$ cat src/scg_pkg.sv
package scg_pkg;

  // ----------------------------------------------------------------
  // Register map
  // ----------------------------------------------------------------
  localparam int unsigned ADDR_W          = 12;
  localparam logic [11:0] RUN_CLK_CFG_OFF = 12'h060;
  localparam logic [11:0] RUN_GATE_OFF    = 12'h100;
  localparam logic [11:0] SLEEP_GATE_OFF  = 12'h110;
  localparam logic [11:0] DEEP_GATE_OFF   = 12'h120;
  localparam logic [11:0] INT_STAT_OFF    = 12'h130;
  localparam logic [11:0] INT_CLR_OFF     = 12'h134;
  localparam logic [11:0] INT_EN_OFF      = 12'h138;

  // ----------------------------------------------------------------
  // Field positions and reset values
  // ----------------------------------------------------------------
  localparam int unsigned CTRL_UNIT1_GATE_BIT      = 25;
  localparam int unsigned CTRL_UNIT0_GATE_BIT      = 24;
  localparam int unsigned ADC_BIT       = 16;
  localparam int unsigned SPD_LSB       = 8;
  localparam int unsigned HIB_BIT       = 6;
  localparam int unsigned WDT_BIT       = 3;
  localparam int unsigned ACG_BIT       = 27;
  localparam logic [31:0] GATE_RESET    = 32'h0000_0040;
  localparam logic [31:0] CLK_CFG_RESET = 32'h0000_0000;

  // ----------------------------------------------------------------
  // Gated units, index into the enable vector
  // ----------------------------------------------------------------
  localparam int unsigned NUM_UNITS = 5;
  localparam logic [2:0]  UNIT_WDT  = 3'h0;
  localparam logic [2:0]  UNIT_HIB  = 3'h1;
  localparam logic [2:0]  UNIT_ADC  = 3'h2;
  localparam logic [2:0]  UNIT_CTRL_UNIT0_GATE = 3'h3;
  localparam logic [2:0]  UNIT_CTRL_UNIT1_GATE = 3'h4;

  typedef enum logic [1:0] {
    MODE_RUN   = 2'b00,
    MODE_SLEEP = 2'b01,
    MODE_DEEP  = 2'b10
  } scg_mode_e;

  typedef struct packed {
    logic       ctrl_unit1_gate;
    logic       ctrl_unit0_gate;
    logic       adc_gate;
    logic [1:0] converter_sample_speed;
    logic       hibernation_gate;
    logic       watchdog_gate;
  } scg_gate_s;

  typedef struct packed {
    logic              psel;
    logic              penable;
    logic              pwrite;
    logic [ADDR_W-1:0] paddr;
    logic [31:0]       pwdata;
  } scg_apb_req_s;

  typedef struct packed {
    logic        pready;
    logic        pslverr;
    logic [31:0] prdata;
  } scg_apb_rsp_s;

  function automatic scg_gate_s scg_unpack(input logic [31:0] w);
    scg_gate_s g;
    g.ctrl_unit1_gate        = w[CTRL_UNIT1_GATE_BIT];
    g.ctrl_unit0_gate        = w[CTRL_UNIT0_GATE_BIT];
    g.adc_gate               = w[ADC_BIT];
    g.converter_sample_speed = w[SPD_LSB+:2];
    g.hibernation_gate       = w[HIB_BIT];
    g.watchdog_gate          = w[WDT_BIT];
    return g;
  endfunction

  function automatic logic [31:0] scg_pack(input scg_gate_s g);
    logic [31:0] w;
    w                = 32'h0000_0000;
    w[CTRL_UNIT1_GATE_BIT]      = g.ctrl_unit1_gate;
    w[CTRL_UNIT0_GATE_BIT]      = g.ctrl_unit0_gate;
    w[ADC_BIT]       = g.adc_gate;
    w[SPD_LSB+:2]    = g.converter_sample_speed;
    w[HIB_BIT]       = g.hibernation_gate;
    w[WDT_BIT]       = g.watchdog_gate;
    return w;
  endfunction

  localparam scg_gate_s GATE_RST_S = scg_unpack(GATE_RESET);

endpackage

$ cat src/scg_top.sv
`timescale 1ns/100ps
// Functional notes
// - Each gate bit clocks or stops one unit
// - Access to unclocked unit answers bus fault
// - Gate register resets to 0x00000040
// - Sleep register; run and deep-sleep siblings
// - Sleep registers apply only with auto gating
// - Bit 25 gates second controller unit
// - Bit 24 gates first controller unit
// - Bit 16 gates converter module 0
// - Bits 9:8 select converter sample speed
// - Bit 6 gates hibernation, resets to one
// - Bit 3 gates watchdog, faults when unclocked
// - Reserved bits read zero, ignore writes
module scg_top
(
  input  wire logic                     pclk,
  input  wire logic                     presetn,
  input  wire scg_pkg::scg_apb_req_s    apb_req,
  output scg_pkg::scg_apb_rsp_s         apb_rsp_ff,
  input  wire logic                     sleep_req,
  input  wire logic                     deepsleep_req,
  input  wire logic                     unit_acc_valid,
  input  wire logic [2:0]               unit_acc_idx,
  output logic                          unit_ok_ff,
  output logic                          unit_fault_ff,
  output logic [scg_pkg::NUM_UNITS-1:0] clk_en_ff,
  output logic [1:0]                    adc_speed_ff,
  output scg_pkg::scg_mode_e            mode_ff,
  output logic                          irq_ff
);
  import scg_pkg::*;

  // ----------------------------------------------------------------
  // Register state
  // ----------------------------------------------------------------
  scg_gate_s               run_gate_reg0_ff;
  scg_gate_s               sleep_gate_reg0_ff;
  scg_gate_s               deepsleep_gate_reg0_ff;
  logic                    auto_gating_select_ff;
  logic [NUM_UNITS-1:0]    int_stat_ff;
  logic [NUM_UNITS-1:0]    int_en_ff;
  scg_gate_s               nxt_run_gate_reg0;
  scg_gate_s               nxt_sleep_gate_reg0;
  scg_gate_s               nxt_deepsleep_gate_reg0;
  logic                    nxt_auto_gating_select;
  logic [NUM_UNITS-1:0]    nxt_int_stat;
  logic [NUM_UNITS-1:0]    nxt_int_en;
  logic [NUM_UNITS-1:0]    int_clr;
  logic [NUM_UNITS-1:0]    fault_evt;
  scg_apb_rsp_s            nxt_apb_rsp;
  logic                    setup_ph;
  logic                    wr_fire;
  logic                    addr_hit;
  logic [31:0]             rd_word;

  assign setup_ph = apb_req.psel & ~apb_req.penable;
  assign wr_fire  = apb_req.psel & apb_req.penable & apb_rsp_ff.pready & apb_req.pwrite & ~apb_rsp_ff.pslverr;

  // ----------------------------------------------------------------
  // APB decode and register next values
  // ----------------------------------------------------------------
  always_comb begin
    addr_hit = 1'b1;
    rd_word  = 32'h0000_0000;
    case (apb_req.paddr)
      RUN_GATE_OFF:    rd_word = scg_pack(run_gate_reg0_ff);
      SLEEP_GATE_OFF:  rd_word = scg_pack(sleep_gate_reg0_ff);
      DEEP_GATE_OFF:   rd_word = scg_pack(deepsleep_gate_reg0_ff);
      RUN_CLK_CFG_OFF: rd_word[ACG_BIT] = auto_gating_select_ff;
      INT_STAT_OFF:    rd_word[NUM_UNITS-1:0] = int_stat_ff;
      INT_CLR_OFF:     rd_word = 32'h0000_0000;
      INT_EN_OFF:      rd_word[NUM_UNITS-1:0] = int_en_ff;
      default:         addr_hit = 1'b0;
    endcase
  end

  always_comb begin
    nxt_apb_rsp         = apb_rsp_ff;
    nxt_apb_rsp.pready  = setup_ph;
    if (setup_ph) begin
      nxt_apb_rsp.pslverr = ~addr_hit;
      nxt_apb_rsp.prdata  = apb_req.pwrite ? 32'h0000_0000 : rd_word;
    end else begin
      nxt_apb_rsp.pslverr = 1'b0;
    end
  end

  always_comb begin
    nxt_run_gate_reg0       = run_gate_reg0_ff;
    nxt_sleep_gate_reg0     = sleep_gate_reg0_ff;
    nxt_deepsleep_gate_reg0 = deepsleep_gate_reg0_ff;
    nxt_auto_gating_select  = auto_gating_select_ff;
    nxt_int_en              = int_en_ff;
    int_clr                 = '0;
    if (wr_fire) begin
      // Only implemented bits are kept; reserved bits drop on write
      case (apb_req.paddr)
        RUN_GATE_OFF:    nxt_run_gate_reg0 = scg_unpack(apb_req.pwdata);
        SLEEP_GATE_OFF:  nxt_sleep_gate_reg0 = scg_unpack(apb_req.pwdata);
        DEEP_GATE_OFF:   nxt_deepsleep_gate_reg0 = scg_unpack(apb_req.pwdata);
        RUN_CLK_CFG_OFF: nxt_auto_gating_select = apb_req.pwdata[ACG_BIT];
        INT_CLR_OFF:     int_clr = apb_req.pwdata[NUM_UNITS-1:0];
        INT_EN_OFF:      nxt_int_en = apb_req.pwdata[NUM_UNITS-1:0];
        default:         int_clr = '0;
      endcase
    end
  end

  always_ff @(posedge pclk or negedge presetn) begin
    if (!presetn) begin
      apb_rsp_ff             <= '0;
      run_gate_reg0_ff       <= GATE_RST_S;
      sleep_gate_reg0_ff     <= GATE_RST_S;
      deepsleep_gate_reg0_ff <= GATE_RST_S;
      auto_gating_select_ff  <= CLK_CFG_RESET[ACG_BIT];
      int_en_ff              <= '0;
    end else begin
      apb_rsp_ff             <= nxt_apb_rsp;
      run_gate_reg0_ff       <= nxt_run_gate_reg0;
      sleep_gate_reg0_ff     <= nxt_sleep_gate_reg0;
      deepsleep_gate_reg0_ff <= nxt_deepsleep_gate_reg0;
      auto_gating_select_ff  <= nxt_auto_gating_select;
      int_en_ff              <= nxt_int_en;
    end
  end

  // ----------------------------------------------------------------
  // Mode selection and effective gating
  // ----------------------------------------------------------------
  scg_mode_e               nxt_mode;
  scg_gate_s               eff_gate;
  logic [NUM_UNITS-1:0]    nxt_clk_en;
  logic [1:0]              nxt_adc_speed;

  always_comb begin
    nxt_mode = MODE_RUN;
    if (auto_gating_select_ff) begin
      if (deepsleep_req) begin
        nxt_mode = MODE_DEEP;
      end else if (sleep_req) begin
        nxt_mode = MODE_SLEEP;
      end
    end
  end

  always_comb begin
    case (mode_ff)
      MODE_RUN:   eff_gate = run_gate_reg0_ff;
      MODE_SLEEP: eff_gate = sleep_gate_reg0_ff;
      MODE_DEEP:  eff_gate = deepsleep_gate_reg0_ff;
      default:    eff_gate = run_gate_reg0_ff;
    endcase
    nxt_clk_en            = '0;
    nxt_clk_en[UNIT_WDT]  = eff_gate.watchdog_gate;
    nxt_clk_en[UNIT_HIB]  = eff_gate.hibernation_gate;
    nxt_clk_en[UNIT_ADC]  = eff_gate.adc_gate;
    nxt_clk_en[UNIT_CTRL_UNIT0_GATE] = eff_gate.ctrl_unit0_gate;
    nxt_clk_en[UNIT_CTRL_UNIT1_GATE] = eff_gate.ctrl_unit1_gate;
    nxt_adc_speed         = eff_gate.converter_sample_speed;
  end

  always_ff @(posedge pclk or negedge presetn) begin
    if (!presetn) begin
      mode_ff      <= MODE_RUN;
      clk_en_ff    <= '0;
      adc_speed_ff <= 2'h0;
    end else begin
      mode_ff      <= nxt_mode;
      clk_en_ff    <= nxt_clk_en;
      adc_speed_ff <= nxt_adc_speed;
    end
  end

  // ----------------------------------------------------------------
  // Unit access check and fault interrupts
  // ----------------------------------------------------------------
  logic                    nxt_unit_ok;
  logic                    nxt_unit_fault;
  logic                    nxt_irq;
  logic                    acc_legal;

  // Out-of-range index faults like an unclocked target but sets no status bit
  assign acc_legal = unit_acc_idx < NUM_UNITS[2:0];

  always_comb begin
    nxt_unit_ok    = 1'b0;
    nxt_unit_fault = 1'b0;
    if (unit_acc_valid) begin
      if (acc_legal && clk_en_ff[unit_acc_idx]) begin
        nxt_unit_ok = 1'b1;
      end else begin
        nxt_unit_fault = 1'b1;
      end
    end
  end

  genvar gi;
  generate
    for (gi = 0; gi < NUM_UNITS; gi++) begin : g_stat
      assign fault_evt[gi]    = unit_acc_valid & (unit_acc_idx == 3'(gi)) & ~clk_en_ff[gi];
      // Set beats clear so a fault in the clearing cycle survives
      assign nxt_int_stat[gi] = fault_evt[gi] | (int_stat_ff[gi] & ~int_clr[gi]);
    end
  endgenerate

  assign nxt_irq = |(nxt_int_stat & nxt_int_en);

  always_ff @(posedge pclk or negedge presetn) begin
    if (!presetn) begin
      unit_ok_ff    <= 1'b0;
      unit_fault_ff <= 1'b0;
      int_stat_ff   <= '0;
      irq_ff        <= 1'b0;
    end else begin
      unit_ok_ff    <= nxt_unit_ok;
      unit_fault_ff <= nxt_unit_fault;
      int_stat_ff   <= nxt_int_stat;
      irq_ff        <= nxt_irq;
    end
  end
endmodule

$ cat config.mk
export PLATFORM = sky130hd
export DESIGN_NAME = scg_top
export DESIGN_NICKNAME = d
export VERILOG_FILES = /design/src/scg_pkg.sv /design/src/scg_top.sv
export SDC_FILE = /design/constraint.sdc
export NUM_CORES = 1
export LEC_CHECK = 0
export ABC_AREA = 1
export BUFFER_PORTS_ARGS = -buffer_cell sky130_fd_sc_hd__buf_2
export CORE_MARGIN = 8
export CORE_UTILIZATION = 29
export DETAILED_ROUTE_END_ITERATION = 16
export PLACE_DENSITY_LB_ADDON = 0.2
export REMOVE_ABC_BUFFERS = 1
export SYNTH_ARGS = -nofsm -noshare
export SYNTH_HDL_FRONTEND = slang
export SYNTH_SLANG_ARGS = --single-unit
$ cat constraint.sdc
create_clock -name pclk -period 2 [get_ports pclk]
set_input_delay 0.3 -clock pclk [delete_from_list [all_inputs] [get_ports pclk]]
set_output_delay 0.3 -clock pclk [all_outputs]
set_load 0.01 [all_outputs]
==> metrics.md <==
| Metric | Value |
|---|---|
| Status | completed |
| Min Tclk post-route | 1.625 ns |
| Count of final max-slew check failures | 0 |
| Core area | 10280 µm² |
| Total Routing Usage GR | between 10% and 20% |
| Slowest stage cell, crit path | dfrtp_1 |
| Post-Synth Simple-Gate Area | 26.02% |
| Final Hold Fails | 0 |
| DRT Wirelength | 8537 µm |
| Placed wire-length estimate | 6373 µm |
| Fin nets | 504 |
| CP peak stage delay | 0.41 ns |
| Rows | 37 |
| Die Area | 14070 µm² |
| Max VDD drop | 0.3756 mV |
| Complex-gate fraction of the synthesized area | 10.98% |
| Max_cap viols | 0 |
| Sum Neg Setup Slack | 0 ns |
| Critical Path End Type | flip-flop |
| Final GP Congestion | 0.8115 |
| Largest net degree at the start of global routing | 59 |
| Flops & latches, synth | 58 |
| Setup crit start kind | flip-flop |
| DRT iter0 DRCs | 184 |
| Final WS setup | 0.3753 ns |
| Post-route ant nets | 0 |
| Worst Skew | 0.008518 ns |
| CP cell instances | inv_1, nand2_1, nor2_4, buf_4, nand3_4, nand2_1, nand2_1, nand2_1, inv_1, nor2_1, nand2_1 |
| Vias in the first global route | 2587 |
| Total Power | 2.721 mW |
| CTS tree | yes |
| N_diodes | 0 |
| Crit share post-route | 81.24% |
| DRT Pass-1 Iters | 7 |
| Mux share of post-synthesis cell area | 1.475% |
| Synth warn | 0 |
| Netlist cell types | 37 |
| Avg WL per Cell | roughly 15 µm |
| Chip width | between 100 and 150 µm |
| First-pass GRT wire length | 13630 µm |
| RSZ-0062 raised after global routing | no |
| Synth Area per Inst | 8.207 µm² |
| Clock Tree Buf Depth | 2 |
| Worst EP arrival | about 1.9 ns |
| Register area share after synthesis | 47.66% |
| Number of setup buffers added after CTS | 0 |
| Critical Path RT | about 2.2 ns |
| Critical path's most frequent cell | nand2_1 |
| Cell area after synthesis | just over 3000 µm² |
| Antenna violations before repair | 0 |
| Fillcell total | roughly 1100 |
| Hold Slack | roughly 0.12 ns |
| Critical path class | reg -> reg |
| Fraction of layout cells with a size suffix above 1 | 23.89% |
| Clock-pin slew on the worst setup and hold paths | 0.07 ns |
| Post-Synth XOR/XNOR Area | 0% |
| Static Leakage | between 2 and 2.5 nW |
| Final setup vio count | 0 |
| Vias | about 2600 |
| Clock Latency Late Sink | 0.34 ns |
| I/O pins | just over 100 |
| Height of the die | 118.6 µm |
| I/O Buffers | 60 |
| FMAX | 615.5 MHz |
| Worst Path Max Fanout | 7 |
| Largest family of logic cells by synthesized area | simple AND/OR/NAND/NOR gates |
| Synth-to-Final Area Change | 21.60% |
| Setup WS pre-CTS | 0.1919 ns |
| Grt total ovfl | 0 |
| Post-Synth Adder-Cell Area | 0.8197% |
| Clk root buf | clkbuf_8 |
| HP Class | in -> reg |
| # DRC | 0 |
| Sink Count | 58 |
| CTS buffer count | 9 |
| Final core utilization | 36.12% |
| CTS H-Tree Depth | 3 |
| Starting Density | 29.71% |
| Vias/cell | 4.418 |
| Gate Count Post-Synth | 372 |
| Pwr Density | between 700 and 800 nW/µm² |
power by group:
part	switching [mW]	leakage, nW	internal (mW)
logic	0.181	1.19	0.0858
registers	0.0277	0.699	1.22
clock network	0.477	0.109	0.732
registers in the layout (all words and copies together) (netlist names):
signal / count
adc_speed_ff: 2
apb_rsp_ff: 14
auto_gating_select_ff: 1
clk_en_ff: 5
deepsleep_gate_reg0_ff: 7
int_en_ff: 5
int_stat_ff: 5
irq_ff: 1
mode_ff: 2
run_gate_reg0_ff: 7
sleep_gate_reg0_ff: 7
unit_fault_ff: 1
unit_ok_ff: 1
cells in the final DEF (no fill, tap or decap), types with 3 or more instances in the layout:
cell type  Yosys  layout
a21o_1         4       4
a21oi_1        8       8
buf_2          0      60
buf_4         21       7
clkbuf_8       0      10
conb_1         1      20
dfrtp_1       55      55
dfstp_2        3       3
inv_1         54      54
mux2_2         4       4
nand2_1       96      96
nand2_2        5       5
nand3_1       17      17
nand4_1        4       4
nor2_1        24      24
nor2_4         4       4
nor3_1         7       7
o21ai_0       26      26
o21ai_1        4       4
o22ai_1        9       9
per-stage QoR:
step | std cells | area [µm²]
after detailed placement | 571 | 3483
after global routing | 588 | 3712
after floorplan | 367 | 2940
after global placement | 571 | 3483
after CTS | 588 | 3712
final | 588 | 3712
synth_stat cells (all sizes together):
cell	instances	area [µm²]
a21o	4	30.03
a21oi	8	40.04
a22oi	2	15.01
a31oi	1	6.260
buf	23	180.2
clkbuf	1	3.750
clkinv	1	3.750
conb	1	3.750
dfrtp	55	1376
dfstp	3	78.83
ha	2	25.02
inv	55	206.4
mux2	4	45.04
nand2	102	402.9
nand3	18	102.6
nand3b	2	15.01
nand4	5	37.53
nor2	31	167.7
nor3	9	61.31
nor3b	1	7.510
o211ai	2	15.01
o21a	2	15.01
o21ai	30	150.1
o22ai	9	56.30
o31ai	1	7.510
worst max-delay path, delay by kind of cell, from the launching register on:
kind,cells,cell delay (ns)
buffers and inverters,3,0.28
and+or+nand+nor,8,0.83
DFF,1,0.41
final cells by class:
class                      count  area (µm²)  area share (%)
clock buffer                  11       141.4           3.809
clock inverter                 5       77.57           2.090
inverter                      56       210.2           5.662
multi-input combinational    253        1275           34.34
sequential                    58        1455           39.20
tap                          136       170.2           4.584
timing repair buffer          69       382.9           10.31
path summary, 6_finish.rpt:
kind / from / endpoint / slack [ns] / cells past startpoint
min in group asynchronous: presetn / unit_fault_ff / 0.48 / 3
setup / recovery: apb_rsp_ff[32] / irq_ff / 0.38 / 11
max in group asynchronous: presetn / sleep_gate_reg0_ff[1] / 1.16 / 3
hold reg to reg: apb_rsp_ff[1] / apb_rsp_ff[1] / 0.47 / 1
hold / removal: deepsleep_req / mode_ff[0] / 0.12 / 2
setup reg to reg: apb_rsp_ff[32] / irq_ff / 0.38 / 11
cells by family after synthesis:
kind of cell	after synthesis
compound gates	59
buf+inv	80
other cells	1
fa+ha+maj	2
simple gates	168
mux	4
flops	58
layer usage:
metal	wire [µm]	track usage, %
met1	4087	15.32
met2	3932	19.75
met3	450	4.426
met4	66	3.478
met5	0	0
what timing repair did:
action	CTS	global route
hold buffers	1	0
gates resized for setup	0	0
endpoints found under the hold margin	55	0
setup endpoints to repair	0	0
Note: power is estimated with default switching activity, not from simulation.
